$ cat src/rtl/sps_pkg.sv
// Package for the byte-wide serial port: register map, field positions, reset values.
// Assumes an APB slave with 32-bit data and word-aligned registers.
package sps_pkg;
    // Register byte addresses.
    localparam logic [7:0] SPS_CTRL_ADDR   = 8'h00;
    localparam logic [7:0] SPS_STAT_ADDR   = 8'h04;
    localparam logic [7:0] SPS_DATA_ADDR   = 8'h08;
    localparam logic [7:0] SPS_PWR_ADDR    = 8'h0C;
    localparam logic [7:0] SPS_PINDIR_ADDR = 8'h10;
    // Control register fields.
    localparam int SPS_CTRL_RATE_LSB = 0;
    localparam int SPS_CTRL_PHASE    = 2;
    localparam int SPS_CTRL_POLAR    = 3;
    localparam int SPS_CTRL_MASTER   = 4;
    localparam int SPS_CTRL_LSBF     = 5;
    localparam int SPS_CTRL_EN       = 6;
    localparam int SPS_CTRL_IRQEN    = 7;
    // Status register fields.
    localparam int SPS_STAT_DBL  = 0;
    localparam int SPS_STAT_WRITE_COLLISION_FLAG = 6;
    localparam int SPS_STAT_DONE = 7;
    // Pin direction register fields (software output enables).
    localparam int SPS_DIR_MOSI = 0;
    localparam int SPS_DIR_MISO = 1;
    localparam int SPS_DIR_SCK  = 2;
    localparam int SPS_DIR_SS   = 3;
    // Reset values.
    localparam logic [7:0] SPS_CTRL_RST   = 8'h00;
    localparam logic       SPS_PWR_RST    = 1'b1;
    localparam logic [3:0] SPS_PINDIR_RST = 4'h0;
    // Bits in one byte.
    localparam logic [3:0] SPS_BYTE_BITS  = 4'h8;
    typedef enum logic [2:0] {
        SPS_IDLE  = 3'b001,
        SPS_LEAD  = 3'b010,
        SPS_TRAIL = 3'b100
    } sps_state_t;
endpackage : sps_pkg

$ cat src/rtl/sps_port.sv
// Byte-wide SPI master/slave port with APB register access.
// Assumes pin inputs are asynchronous; a pad wrapper resolves the enables.
// What this block does
// - Port idle while power gate bit set.
// - MOSI master-to-slave, MISO slave-to-master.
// - Master mode leaves select to software.
// - Master data write starts byte shift.
// - Clock halts, done flag set after byte.
// - Done flag with enable raises interrupt.
// - Master sends further bytes after completion.
// - Last received byte kept for reading.
// - Slave idle, MISO undriven while select high.
// - Slave ignores SCK until select low.
// - Slave sets done flag after full byte.
// - Slave may load next byte early.
// - Single transmit buffer; no write mid-transfer.
// - Double receive buffer; late read loses byte.
// - Pin directions overridden per mode.
// - LSB-first or MSB-first selectable.
// - Seven master rates including divide-by-two.
// - Write collision flag reports illegal write.
// - Busy data write sets collision; status-then-data clears.
// - Done clears on vector taken or status-then-data.
// - Slave select rising resets shift logic.
// - Master with select input low becomes slave.
//
// The address map and the APB register port are this design's own decisions.
module sps_port (
    // Clock and reset
    input  wire logic        i_mclk,
    input  wire logic        i_rst_b,
    // APB slave
    input  wire logic        i_psel,
    input  wire logic        i_penable,
    input  wire logic        i_pwrite,
    input  wire logic [7:0]  i_paddr,
    input  wire logic [31:0] i_pwdata,
    output logic      [31:0] o_prdata,
    output logic             o_pready,
    output logic             o_pslverr,
    // Interrupt handshake
    input  wire logic        i_irq_ack,
    output logic             o_irq,
    // Serial pins
    input  wire logic        i_sck,
    input  wire logic        i_mosi,
    input  wire logic        i_miso,
    input  wire logic        i_ss_b,
    output logic             o_sck,
    output logic             o_sck_oe,
    output logic             o_mosi,
    output logic             o_mosi_oe,
    output logic             o_miso,
    output logic             o_miso_oe,
    output logic             o_ss_b_oe
);
    logic [7:0] ctrl_reg;
    logic       dbl_reg;
    logic       pwr_gate_reg;
    logic [3:0] pindir_reg;
    logic [7:0] shift_reg;
    logic [7:0] rx_buf_reg;
    logic       done_reg;
    logic       write_collision_flag_reg;
    logic       stat_seen_reg;
    logic [3:0] bit_cnt_reg;
    logic [6:0] div_reg;
    logic       sample_reg;
    sps_pkg::sps_state_t state_reg;
    logic [2:0] sck_sync_reg;
    logic [1:0] ss_sync_reg;
    logic [2:0] mosi_sync_reg;
    logic [1:0] miso_sync_reg;

    ////////////////////////////////////////////////////////////////////////////
    // Input synchronisers. Stage 0 feeds only stage 1.
    always_ff @(posedge i_mclk) begin
        sck_sync_reg  <= {sck_sync_reg[1:0], i_sck};
        ss_sync_reg   <= {ss_sync_reg[0], i_ss_b};
        mosi_sync_reg <= {mosi_sync_reg[1:0], i_mosi};
        miso_sync_reg <= {miso_sync_reg[0], i_miso};
    end

    logic enabled, master, ss_low, sck_s, sck_p, mosi_s, miso_s;
    assign sck_s  = sck_sync_reg[1];
    assign sck_p  = sck_sync_reg[2];
    assign mosi_s = mosi_sync_reg[1];
    assign miso_s = miso_sync_reg[1];
    assign ss_low = ~ss_sync_reg[1];
    assign enabled = ctrl_reg[sps_pkg::SPS_CTRL_EN] & ~pwr_gate_reg;
    assign master  = ctrl_reg[sps_pkg::SPS_CTRL_MASTER];

    ////////////////////////////////////////////////////////////////////////////
    // APB decode. Zero wait states; unmapped addresses answer with pslverr.
    logic acc, wr, rd, hit_data, hit_stat, mapped;
    assign acc      = i_psel & i_penable;
    assign wr       = acc & i_pwrite;
    assign rd       = acc & ~i_pwrite;
    assign hit_data = i_paddr == sps_pkg::SPS_DATA_ADDR;
    assign hit_stat = i_paddr == sps_pkg::SPS_STAT_ADDR;
    assign mapped   = hit_data | hit_stat | (i_paddr == sps_pkg::SPS_CTRL_ADDR)
                    | (i_paddr == sps_pkg::SPS_PWR_ADDR)
                    | (i_paddr == sps_pkg::SPS_PINDIR_ADDR);

    logic busy;
    assign busy = state_reg != sps_pkg::SPS_IDLE;

    logic [7:0] stat_val;
    assign stat_val = {done_reg, write_collision_flag_reg, 5'h00, dbl_reg};

    always_ff @(posedge i_mclk) begin
        if (!i_rst_b) begin
            o_prdata  <= 32'h0000_0000;
            o_pslverr <= 1'b0;
        end else begin
            o_pslverr <= i_psel & ~i_penable & ~(i_paddr == sps_pkg::SPS_CTRL_ADDR
                         | i_paddr == sps_pkg::SPS_STAT_ADDR
                         | i_paddr == sps_pkg::SPS_DATA_ADDR
                         | i_paddr == sps_pkg::SPS_PWR_ADDR
                         | i_paddr == sps_pkg::SPS_PINDIR_ADDR);
            o_prdata  <= 32'h0000_0000;
            if (i_psel & ~i_penable & ~i_pwrite) begin
                case (i_paddr)
                    sps_pkg::SPS_CTRL_ADDR:   o_prdata <= {24'h00_0000, ctrl_reg};
                    sps_pkg::SPS_STAT_ADDR:   o_prdata <= {24'h00_0000, stat_val};
                    sps_pkg::SPS_DATA_ADDR:   o_prdata <= {24'h00_0000, rx_buf_reg};
                    sps_pkg::SPS_PWR_ADDR:    o_prdata <= {31'h0000_0000, pwr_gate_reg};
                    sps_pkg::SPS_PINDIR_ADDR: o_prdata <= {28'h000_0000, pindir_reg};
                    default:                  o_prdata <= 32'h0000_0000;
                endcase
            end
        end
    end

    // Ready is high in every access phase: one setup plus one access cycle.
    always_ff @(posedge i_mclk) begin
        if (!i_rst_b) begin
            o_pready <= 1'b0;
        end else begin
            o_pready <= i_psel & ~i_penable;
        end
    end

    ////////////////////////////////////////////////////////////////////////////
    // Control registers.
    logic mode_fault;
    assign mode_fault = enabled & master & ~pindir_reg[sps_pkg::SPS_DIR_SS] & ss_low;

    always_ff @(posedge i_mclk) begin
        if (!i_rst_b) begin
            ctrl_reg     <= sps_pkg::SPS_CTRL_RST;
            dbl_reg      <= 1'b0;
            pwr_gate_reg <= sps_pkg::SPS_PWR_RST;
            pindir_reg   <= sps_pkg::SPS_PINDIR_RST;
        end else begin
            if (wr & (i_paddr == sps_pkg::SPS_CTRL_ADDR)) begin
                ctrl_reg <= i_pwdata[7:0];
            end else if (mode_fault) begin
                ctrl_reg[sps_pkg::SPS_CTRL_MASTER] <= 1'b0;
            end
            if (wr & hit_stat) begin
                dbl_reg <= i_pwdata[sps_pkg::SPS_STAT_DBL];
            end
            if (wr & (i_paddr == sps_pkg::SPS_PWR_ADDR)) begin
                pwr_gate_reg <= i_pwdata[0];
            end
            if (wr & (i_paddr == sps_pkg::SPS_PINDIR_ADDR)) begin
                pindir_reg <= i_pwdata[3:0];
            end
        end
    end

    ////////////////////////////////////////////////////////////////////////////
    // Master clock divider. Half-period in clocks for each rate code.
    // The MISO synchroniser costs two cycles, so the two fastest rates suit only quick slaves.
    // seven rate choices
    logic [6:0] half_per;
    always_comb begin
        case ({dbl_reg, ctrl_reg[sps_pkg::SPS_CTRL_RATE_LSB +: 2]})
            3'b000:  half_per = 7'h02;
            3'b001:  half_per = 7'h08;
            3'b010:  half_per = 7'h20;
            3'b011:  half_per = 7'h40;
            3'b100:  half_per = 7'h01;
            3'b101:  half_per = 7'h04;
            3'b110:  half_per = 7'h10;
            default: half_per = 7'h20;
        endcase
    end

    logic half_tick;
    assign half_tick = div_reg == (half_per - 7'h01);

    always_ff @(posedge i_mclk) begin
        if (!i_rst_b || state_reg == sps_pkg::SPS_IDLE || half_tick) begin
            div_reg <= 7'h00;
        end else begin
            div_reg <= div_reg + 7'h01;
        end
    end

    ////////////////////////////////////////////////////////////////////////////
    // Edge sources: generated half periods in master, synchronised SCK in slave.
    logic cpol, cpha, lsbf, lead_edge, trail_edge, slave_act, start;
    assign cpol = ctrl_reg[sps_pkg::SPS_CTRL_POLAR];
    assign cpha = ctrl_reg[sps_pkg::SPS_CTRL_PHASE];
    assign lsbf = ctrl_reg[sps_pkg::SPS_CTRL_LSBF];
    assign slave_act = enabled & ~master & ss_low;
    assign lead_edge  = master ? (state_reg == sps_pkg::SPS_LEAD & half_tick)
                               : (slave_act & (sck_s ^ sck_p) & (sck_s ^ cpol));
    assign trail_edge = master ? (state_reg == sps_pkg::SPS_TRAIL & half_tick)
                               : (slave_act & (sck_s ^ sck_p) & ~(sck_s ^ cpol));
    assign start = wr & hit_data & ~busy;

    logic do_sample, do_setup, byte_done, rx_bit;
    assign do_sample = cpha ? trail_edge : lead_edge;
    assign do_setup  = cpha ? lead_edge : trail_edge;
    assign rx_bit    = master ? miso_s : mosi_s;
    assign byte_done = do_sample & (bit_cnt_reg == sps_pkg::SPS_BYTE_BITS - 4'h1);

    ////////////////////////////////////////////////////////////////////////////
    // Transfer state: idle, leading half, trailing half.
    logic ss_rise;
    assign ss_rise = ~master & ~ss_low;

    always_ff @(posedge i_mclk) begin
        if (!i_rst_b || !enabled || mode_fault || (ss_rise && busy)) begin
            state_reg <= sps_pkg::SPS_IDLE;
        end else begin
            case (state_reg)
                sps_pkg::SPS_IDLE: begin
                    if (master & start) begin
                        state_reg <= sps_pkg::SPS_LEAD;
                    end else if (slave_act & (sck_s ^ sck_p)) begin
                        state_reg <= sck_s ^ cpol ? sps_pkg::SPS_TRAIL : sps_pkg::SPS_LEAD;
                    end
                end
                sps_pkg::SPS_LEAD: begin
                    if (lead_edge) begin
                        state_reg <= sps_pkg::SPS_TRAIL;
                    end
                end
                sps_pkg::SPS_TRAIL: begin
                    if (trail_edge) begin
                        state_reg <= (bit_cnt_reg == sps_pkg::SPS_BYTE_BITS) | byte_done
                                   ? sps_pkg::SPS_IDLE : sps_pkg::SPS_LEAD;
                    end
                end
                default: state_reg <= sps_pkg::SPS_IDLE;
            endcase
        end
    end

    // Bit counter and sample holding bit.
    always_ff @(posedge i_mclk) begin
        if (!i_rst_b || state_reg == sps_pkg::SPS_IDLE && !slave_act) begin
            bit_cnt_reg <= 4'h0;
            sample_reg  <= 1'b0;
        end else if (do_sample) begin
            bit_cnt_reg <= bit_cnt_reg == sps_pkg::SPS_BYTE_BITS ? 4'h1 : bit_cnt_reg + 4'h1;
            sample_reg  <= rx_bit;
        end
    end

    ////////////////////////////////////////////////////////////////////////////
    // Shift register and receive buffer.
    // slave loads early
    always_ff @(posedge i_mclk) begin
        if (!i_rst_b) begin
            shift_reg  <= 8'h00;
            rx_buf_reg <= 8'h00;
        end else begin
            if (start) begin
                shift_reg <= i_pwdata[7:0];
            end else if (do_setup & bit_cnt_reg != 4'h0) begin
                shift_reg <= lsbf ? {sample_reg, shift_reg[7:1]} : {shift_reg[6:0], sample_reg};
            end
            if (byte_done) begin
                rx_buf_reg <= lsbf ? {rx_bit, shift_reg[7:1]} : {shift_reg[6:0], rx_bit};
            end
        end
    end

    ////////////////////////////////////////////////////////////////////////////
    // Flags. Hardware set wins over the status-then-data clear.
    logic flag_clear;
    assign flag_clear = stat_seen_reg & acc & hit_data;

    always_ff @(posedge i_mclk) begin
        if (!i_rst_b) begin
            done_reg      <= 1'b0;
            write_collision_flag_reg      <= 1'b0;
            stat_seen_reg <= 1'b0;
        end else begin
            if (rd & hit_stat) begin
                stat_seen_reg <= done_reg | write_collision_flag_reg;
            end else if (acc & hit_data) begin
                stat_seen_reg <= 1'b0;
            end
            if (byte_done | mode_fault) begin
                done_reg <= 1'b1;
            end else if (flag_clear | i_irq_ack) begin
                done_reg <= 1'b0;
            end
            if (wr & hit_data & busy) begin
                write_collision_flag_reg <= 1'b1;
            end else if (flag_clear) begin
                write_collision_flag_reg <= 1'b0;
            end
        end
    end

    ////////////////////////////////////////////////////////////////////////////
    // Pin drivers, all registered.
    logic tx_bit, sck_level;
    assign tx_bit    = lsbf ? shift_reg[0] : shift_reg[7];
    assign sck_level = cpol ^ (state_reg == sps_pkg::SPS_TRAIL);

    always_ff @(posedge i_mclk) begin
        if (!i_rst_b) begin
            o_irq     <= 1'b0;
            o_sck     <= 1'b0;
            o_mosi    <= 1'b0;
            o_miso    <= 1'b0;
            o_sck_oe  <= 1'b0;
            o_mosi_oe <= 1'b0;
            o_miso_oe <= 1'b0;
            o_ss_b_oe <= 1'b0;
        end else begin
            o_irq     <= done_reg & ctrl_reg[sps_pkg::SPS_CTRL_IRQEN];
            o_sck     <= master ? sck_level : cpol;
            o_mosi    <= tx_bit;
            o_miso    <= tx_bit;
            o_sck_oe  <= pindir_reg[sps_pkg::SPS_DIR_SCK] & (~enabled | master);
            o_mosi_oe <= pindir_reg[sps_pkg::SPS_DIR_MOSI] & (~enabled | master);
            o_ss_b_oe <= pindir_reg[sps_pkg::SPS_DIR_SS] & (~enabled | master);
            o_miso_oe <= pindir_reg[sps_pkg::SPS_DIR_MISO] & enabled & ~master & ss_low;
        end
    end
endmodule : sps_port

$ cat config.mk
export PLATFORM = sky130hd
export DESIGN_NAME = sps_port
export DESIGN_NICKNAME = d
export VERILOG_FILES = /design/src/rtl/sps_pkg.sv /design/src/rtl/sps_port.sv
export SDC_FILE = /design/constraint.sdc
export NUM_CORES = 1
export LEC_CHECK = 0
export ABC_AREA = 1
export BUFFER_PORTS_ARGS = -buffer_cell sky130_fd_sc_hd__buf_2
export CELL_PAD_IN_SITES_DETAIL_PLACEMENT = 0
export CELL_PAD_IN_SITES_GLOBAL_PLACEMENT = 2
export CORE_MARGIN = 1
export CORE_UTILIZATION = 29
export CTS_CLUSTER_DIAMETER = 200
export CTS_CLUSTER_SIZE = 25
export DETAILED_ROUTE_END_ITERATION = 8
export GPL_ROUTABILITY_DRIVEN = 0
export PLACE_DENSITY_LB_ADDON = 0.1
export SETUP_SLACK_MARGIN = 0.4
export SYNTH_ARGS = -nofsm -noshare
export SYNTH_HDL_FRONTEND = slang
export SYNTH_SLANG_ARGS = --single-unit
export TNS_END_PERCENT = 30
$ cat constraint.sdc
create_clock -name i_mclk -period 2.5 [get_ports i_mclk]
set_input_delay 0.375 -clock i_mclk [delete_from_list [all_inputs] [get_ports i_mclk]]
set_output_delay 0.375 -clock i_mclk [all_outputs]
set_load 0.05 [all_outputs]
==> qor.txt, run 1 <==
status: finished clean
Leak: 1.98 nW
Initial Util: 0.299
Peak VDD IR: 241 µV
RR Startpoint: ctrl_reg[1]$_SDFFE_PN0P_
Top Ports: 92
Setup TNS Final: 0 ns
pre-CTS WS: 0.107 ns
crit-path max cell delay: 0.33 ns
share of the synthesized area in the top cell type: 0.389
Yosys top cell by area: dfxtp_1
num rows: 41
top cells by area, synth: dfxtp_1 (39%), nand2_1 (12%), inv_1 (7.7%)
crit path time final: 2.09 ns
vias in the first global route: 3120
R2R cell count: 16
Slew Limit Fails: 0
sequential area share after synthesis: 0.389
CTS buffer count: 9
clk_lat worst skew: 0.35 ns
die area: 13600 µm²
clk root buf: clkbuf_16
Post-synth EDFFs: 0
FFs w/ async S/R, synth: 0
core area: 12700 µm²
Crit path top cell by count: nand2_1
initial antenna violation count: 0
RSZ-0062 raised after global routing: yes
DRC viols: 0
Critical Path Source Type: flip-flop
#FFs+latches synth: 74
Max Root-Sink Buffers: 2
endpoint class of the critical path: flip-flop
R2R Path End: shift_reg[7]$_SDFFE_PN0P_
syn avg cell area: 7.24 µm²
Inserted Diodes: 0
Tcrit/Tclk final: 0.834
crit path max fanout: 8
Synth Cell Area: 3810 µm²
Most used DFF post-synth: dfxtp_1
clock skew: 0.00530 ns
f_max: 480 MHz
first-pass GRT wire length: 16600 µm
GRT overflow: 0
Vias/cell: 4.36
TritonCTS clock tree: built
Die H: 117 µm
Synth Warn #: 0
crit-path cells: nor2_4 > nand2_2 > ha_4 > inv_2 > nand2_1 > nand2_1 > nor2_2 > nand3_2 > nor2_4 > nand4_4 > nand3_2 > nand3_4 > nand2_8 > nand2_1 > nand2_1 > nor2_2
endpoints failing hold: 0
commonest non-fill, non-tap cells in the layout: nand2_1 (113), inv_1 (77), dfxtp_1 (72)
fraction of layout cells with a size suffix above 1: 0.211
GR Util All Layers: 0.166
critical path's slowest cell: dfxtp_2
cells after synthesis: 526
Min Hold Slack: 0.129 ns
hold endpoint: sck_sync_reg[0]$_DFF_P_
most common cell after layout, fill and taps aside: nand2_1
largest net degree at the start of global routing: 30
Req. time, crit path: 2.74 ns
final WL: 10200 µm
drt wl/cell: 13.5 µm
drt first pass iters: 4
Crit Path Class: reg2reg
WHS Path Cells: 1
H-tree levels: 3
Reg2Reg Setup Slack: 0.41 ns
critical path buffer and inverter count: 1
Syn-to-layout area delta: 19.5%
cell family with most CP delay: simple AND/OR/NAND/NOR gates
arrival time of the worst setup path: 2.33 ns
Final ANT Viol Nets: 0
Die Width: 117 µm
Synth cell types: 44
Tot Pwr: 2.60 mW
NumNets Final: 633
post-route worst setup slack: 0.415 ns
Port Buffers: 43
HP Start: i_sck
clock sink total: 74
post-DP HPWL: 7640 µm
Hold WC Path Type: in2reg
Setup-failing EPs final: 0
Power per Cell Area: 571 nW/µm²
clock-pin slew on the worst setup and hold paths: 0.06 ns
DR iter-0 viols: 141
max cap viols: 0
total number of vias: 3294
-- cells by family (layout without fill, tap and decap cells) --
family          count (synthesis)  after routing  share of synthesized area
compound gates                 81             81                      0.117
xor+xnor                        8              8                     0.0184
fa+ha+maj                       4              4                     0.0131
buf+inv                       120            154                      0.162
flops                          74             74                      0.389
other cells                     1             24                   0.000985
simple gates                  238            239                      0.299
-- worst reg2reg max path, delay by kind of cell (launching register included) --
family	cells	cell delay, ns
simple gates	14	1.35
buf+inv	1	0.03
fa+ha+maj	1	0.27
flops	1	0.33
-- synth_stat cells (all sizes together), types with 2 or more instances --
cell type	n
nand2	123
inv	81
dfxtp	74
nor2	54
o21ai	35
a21oi	34
buf	34
nand3	33
nand4	16
nor3	7
xor2	7
clkbuf	4
ha	4
nand3b	3
a22o	2
-- final cells by class --
| type | instances | area, µm² |
|---|---|---|
| Clock buffer | 14 | 274 |
| Clock inverter | 2 | 10.0 |
| Fill cell | 1426 | 8170 |
| Inverter | 82 | 313 |
| Multi-Input combinational cell | 356 | 1930 |
| Sequential cell | 74 | 1490 |
| Tap cell | 172 | 215 |
| Timing Repair Buffer | 56 | 320 |
-- layer usage --
layer  global-route usage  share of wire  up-vias
li1                     -              -     1732
met1                0.216           0.48     1481
met2                0.265           0.46       65
met3               0.0322          0.038       16
met4               0.0785          0.023        0
met5                    0              0        -
-- what timing repair did --
item / in CTS / in global routing
hold endpoints to repair: 0 / 0
cloned: 1 / 0
gates resized for setup: 18 / 11
pin swaps: 6 / 3
setup buffers: 1 / 1
endpoints found under the setup margin: 25 / 25
hold buffers: 0 / 0
-- how the worst max path moves through the flow --
stage                                   startpoint                         end  slack [ns]  cells past startpoint
after floorplan           ctrl_reg[0]$_SDFFE_PN0P_   shift_reg[5]$_SDFFE_PN0P_        0.47                     18
after global placement        dbl_reg$_SDFFE_PN0P_   shift_reg[0]$_SDFFE_PN0P_        0.12                     16
after detailed placement      dbl_reg$_SDFFE_PN0P_   shift_reg[0]$_SDFFE_PN0P_        0.11                     16
after CTS                 ctrl_reg[1]$_SDFFE_PN0P_   shift_reg[0]$_SDFFE_PN0P_        0.36                     16
after global routing      ctrl_reg[1]$_SDFFE_PN0P_  rx_buf_reg[7]$_SDFFE_PN0P_        0.26                     15
final                     ctrl_reg[1]$_SDFFE_PN0P_   shift_reg[7]$_SDFFE_PN0P_        0.41                     16
-- stage by stage --
step | util | cell area [µm²] | instances
after floorplan | - | 3890 | 549
after global placement | 0.322 | 4100 | 737
after global routing | 0.358 | 4550 | 756
final | 0.358 | 4550 | 756
after CTS | 0.353 | 4500 | 755
after detailed placement | 0.322 | 4100 | 737
-- report_power, final --
part	switching, mW	internal, mW	leakage [nW]
clock	0.499	0.751	0.143
sequential	0.00372	1.19	0.601
combinational	0.129	0.0265	1.24
Power figures use the tool's default switching activity.
==> run 2: changes to the inputs <==
Settings changed: CORE_UTILIZATION 29 to 27.
Clock period 2.5 ns to 1.7 ns, I/O delays scaled along.
==> run 2 against run 1 <==
  * The flow now finishes with violations (negative setup slack)
  * Clock power increased by 72%
  * Critical path depth is the same
  * Register-to-register slack lost 0.81 ns
  * Global-route usage decreased by 0.14 points
  * Clock skew is 0.0066 ns higher
  * Routed wire length increased by 7.4%
  * Sequential power is 47% higher
  * Largest power group unchanged
  * Die area up 7.3%
  * Sequential cell count stayed put
  * Clock-buffer cell count decreased by 2
  * Combinational power up 65%
  * Utilization grew 0.83 points
==> qor.txt, run 2 (synthesis results as in run 1) <==
Setup-failing EPs final: 32 (+32)
WHS Path Cells: 1 (unchanged)
first-pass GRT wire length: 17600 µm (+6.3%)
pre-CTS WS: -0.440 ns (-0.548 ns)
die area: 14600 µm² (+7.3%)
Peak VDD IR: 425 µV (+77%)
largest net degree at the start of global routing: 23 (-23%)
Hold WC Path Type: in2reg
initial antenna violation count: 0 (unchanged)
Tot Pwr: 4.16 mW (+60%)
Port Buffers: 43 (unchanged)
post-route worst setup slack: -0.393 ns (-0.808 ns)
CTS buffer count: 9 (unchanged)
Tcrit/Tclk final: 1.23 (+0.397)
clock skew: 0.0119 ns (+0.00661 ns)
endpoints failing hold: 0 (unchanged)
arrival time of the worst setup path: 2.34 ns (about the same)
Leak: 2.24 nW (+13%)
DR iter-0 viols: 154 (+9.2%)
drt wl/cell: 13.6 µm (+0.48%)
RSZ-0062 raised after global routing: yes
post-DP HPWL: 8430 µm (+10%)
hold endpoint: sck_sync_reg[0]$_DFF_P_
crit path time final: 2.09 ns (+0.00822 ns)
Crit Path Class: reg2reg
clk root buf: clkbuf_16
Reg2Reg Setup Slack: -0.39 ns (-0.81 ns)
clock-pin slew on the worst setup and hold paths: 0.06 ns (about the same)
area of the multi-input gates: 2030 µm² (+5.2%)
Die Width: 121 µm (+3.6%)
clk_lat worst skew: 0.35 ns (about the same)
endpoint class of the critical path: flip-flop
Setup TNS Final: -9.04 ns (-9.04 ns)
commonest non-fill, non-tap cells in the layout: nand2_1 (99), inv_1 (74), dfxtp_1 (71)
Power per Cell Area: 821 nW/µm² (+44%)
DRC viols: 0 (unchanged)
RR Startpoint: ctrl_reg[0]$_SDFFE_PN0P_
GRT overflow: 0 (unchanged)
core area: 13800 µm² (+8.7%)
most common cell after layout, fill and taps aside: nand2_1
f_max: 478 MHz (-0.39%)
final WL: 11000 µm (+7.4%)
NumNets Final: 677 (+7.0%)
drt first pass iters: 4 (unchanged)
Initial Util: 0.275 (-0.0239)
R2R cell count: 16 (unchanged)
Inserted Diodes: 0 (unchanged)
total number of vias: 3519 (+6.8%)
crit path max fanout: 8 (unchanged)
status: complete, but fails checks
max cap viols: 0 (unchanged)
HP Start: i_sck
GR Util All Layers: 0.165 (-0.00143)
Critical Path Source Type: flip-flop
Top Ports: 92 (unchanged)
vias in the first global route: 3332 (+6.8%)
num rows: 43 (+4.9%)
fraction of layout cells with a size suffix above 1: 0.312 (+0.101)
Slew Limit Fails: 0 (unchanged)
Max Root-Sink Buffers: 2 (unchanged)
Reg area: 1490 µm² (about the same)
H-tree levels: 3 (unchanged)
R2R Path End: shift_reg[5]$_SDFFE_PN0P_
Vias/cell: 4.36 (about the same)
Syn-to-layout area delta: 32.9%
failing checks: negative setup slack
clock sink total: 74 (unchanged)
TritonCTS clock tree: built
Req. time, crit path: 1.95 ns (-0.79 ns)
Final ANT Viol Nets: 0 (unchanged)
Die H: 121 µm (+3.6%)
filler cell count: 1485 (+4.1%)
==> run 2: repair_timing <==
| item | in CTS | in global routing |
|---|---|---|
| setup endpoints to repair | 35 | 45 |
| cloned | 1 | 0 |
| hold buffers | 3 | 0 |
| gates resized for setup | 18 | 46 |
| buffers inserted | 0 | 1 |
| pin swaps | 5 | 11 |
| hold endpoints to repair | 3 | 0 |
==> run 2: stage by stage <==
| step | instances | cell area (µm²) | hold slack (ns) | utilization |
|---|---|---|---|---|
| 3_3_place_gp | 787 | 4440 | 0.311 | 0.321 |
| 6_report | 808 | 5060 | 0.0133 | 0.366 |
| 2_1_floorplan | 549 | 3900 | 0.283 | - |
| 5_1_grt | 808 | 5060 | 0.00159 | 0.366 |
| 3_5_place_dp | 787 | 4440 | 0.312 | 0.321 |
| 4_1_cts | 807 | 4900 | 0.00210 | 0.354 |
==> run 2: worst max path at each step <==
stage | from | end | slack (ns) | depth (start not counted)
final | ctrl_reg[0]$_SDFFE_PN0P_ | shift_reg[5]$_SDFFE_PN0P_ | -0.39 | 16
after CTS | ctrl_reg[0]$_SDFFE_PN0P_ | state_reg[1]$_SDFFE_PP0P_ | -0.38 | 16
after floorplan | ctrl_reg[0]$_SDFFE_PN0P_ | shift_reg[5]$_SDFFE_PN0P_ | -0.32 | 18
after global placement | ctrl_reg[0]$_SDFFE_PN0P_ | shift_reg[1]$_SDFFE_PN0P_ | -0.40 | 16
after global routing | ctrl_reg[0]$_SDFFE_PN0P_ | state_reg[1]$_SDFFE_PP0P_ | -0.57 | 16
after detailed placement | dbl_reg$_SDFFE_PN0P_ | shift_reg[5]$_SDFFE_PN0P_ | -0.44 | 16
==> run 2: power breakdown <==
group	total, mW	internal (mW)	switching, mW
clock network	2.15	1.37	0.779
registers	1.75	1.75	0.00586
logic	0.257	0.0582	0.199
total	4.16	3.17	0.983
==> run 2: critical path, cell delays in order, from the launching register on <==
cell	delay, ns
dfxtp_2	0.33
nor2_4	0.13
nand2_2	0.09
ha_4	0.28
inv_2	0.03
nand2_2	0.05
nand2_2	0.05
nor2_2	0.08
nand3_2	0.09
nor2_4	0.16
nand4_4	0.12
nand3_2	0.11
nand3_4	0.14
nand2_8	0.15
nand2_2	0.06
nand2_1	0.06
nor2_1	0.04
==> run 2: area by class of cell <==
class,instances,share of cell area
Clock buffer,12,0.0507
Clock inverter,4,0.0146
Inverter,82,0.0623
Multi-Input combinational cell,356,0.401
Sequential cell,74,0.293
Tap cell,180,0.0445
Timing Repair Buffer,100,0.133
==> run 2: routing by layer <==
| metal | up-vias | part of all wire | GRT usage |
|---|---|---|---|
| li1 | 1826 | - | - |
| met1 | 1631 | 0.48 | 0.209 |
| met2 | 50 | 0.48 | 0.266 |
| met3 | 12 | 0.032 | 0.0406 |
| met4 | 0 | 0.017 | 0.0671 |
| met5 | - | 0 | 0 |
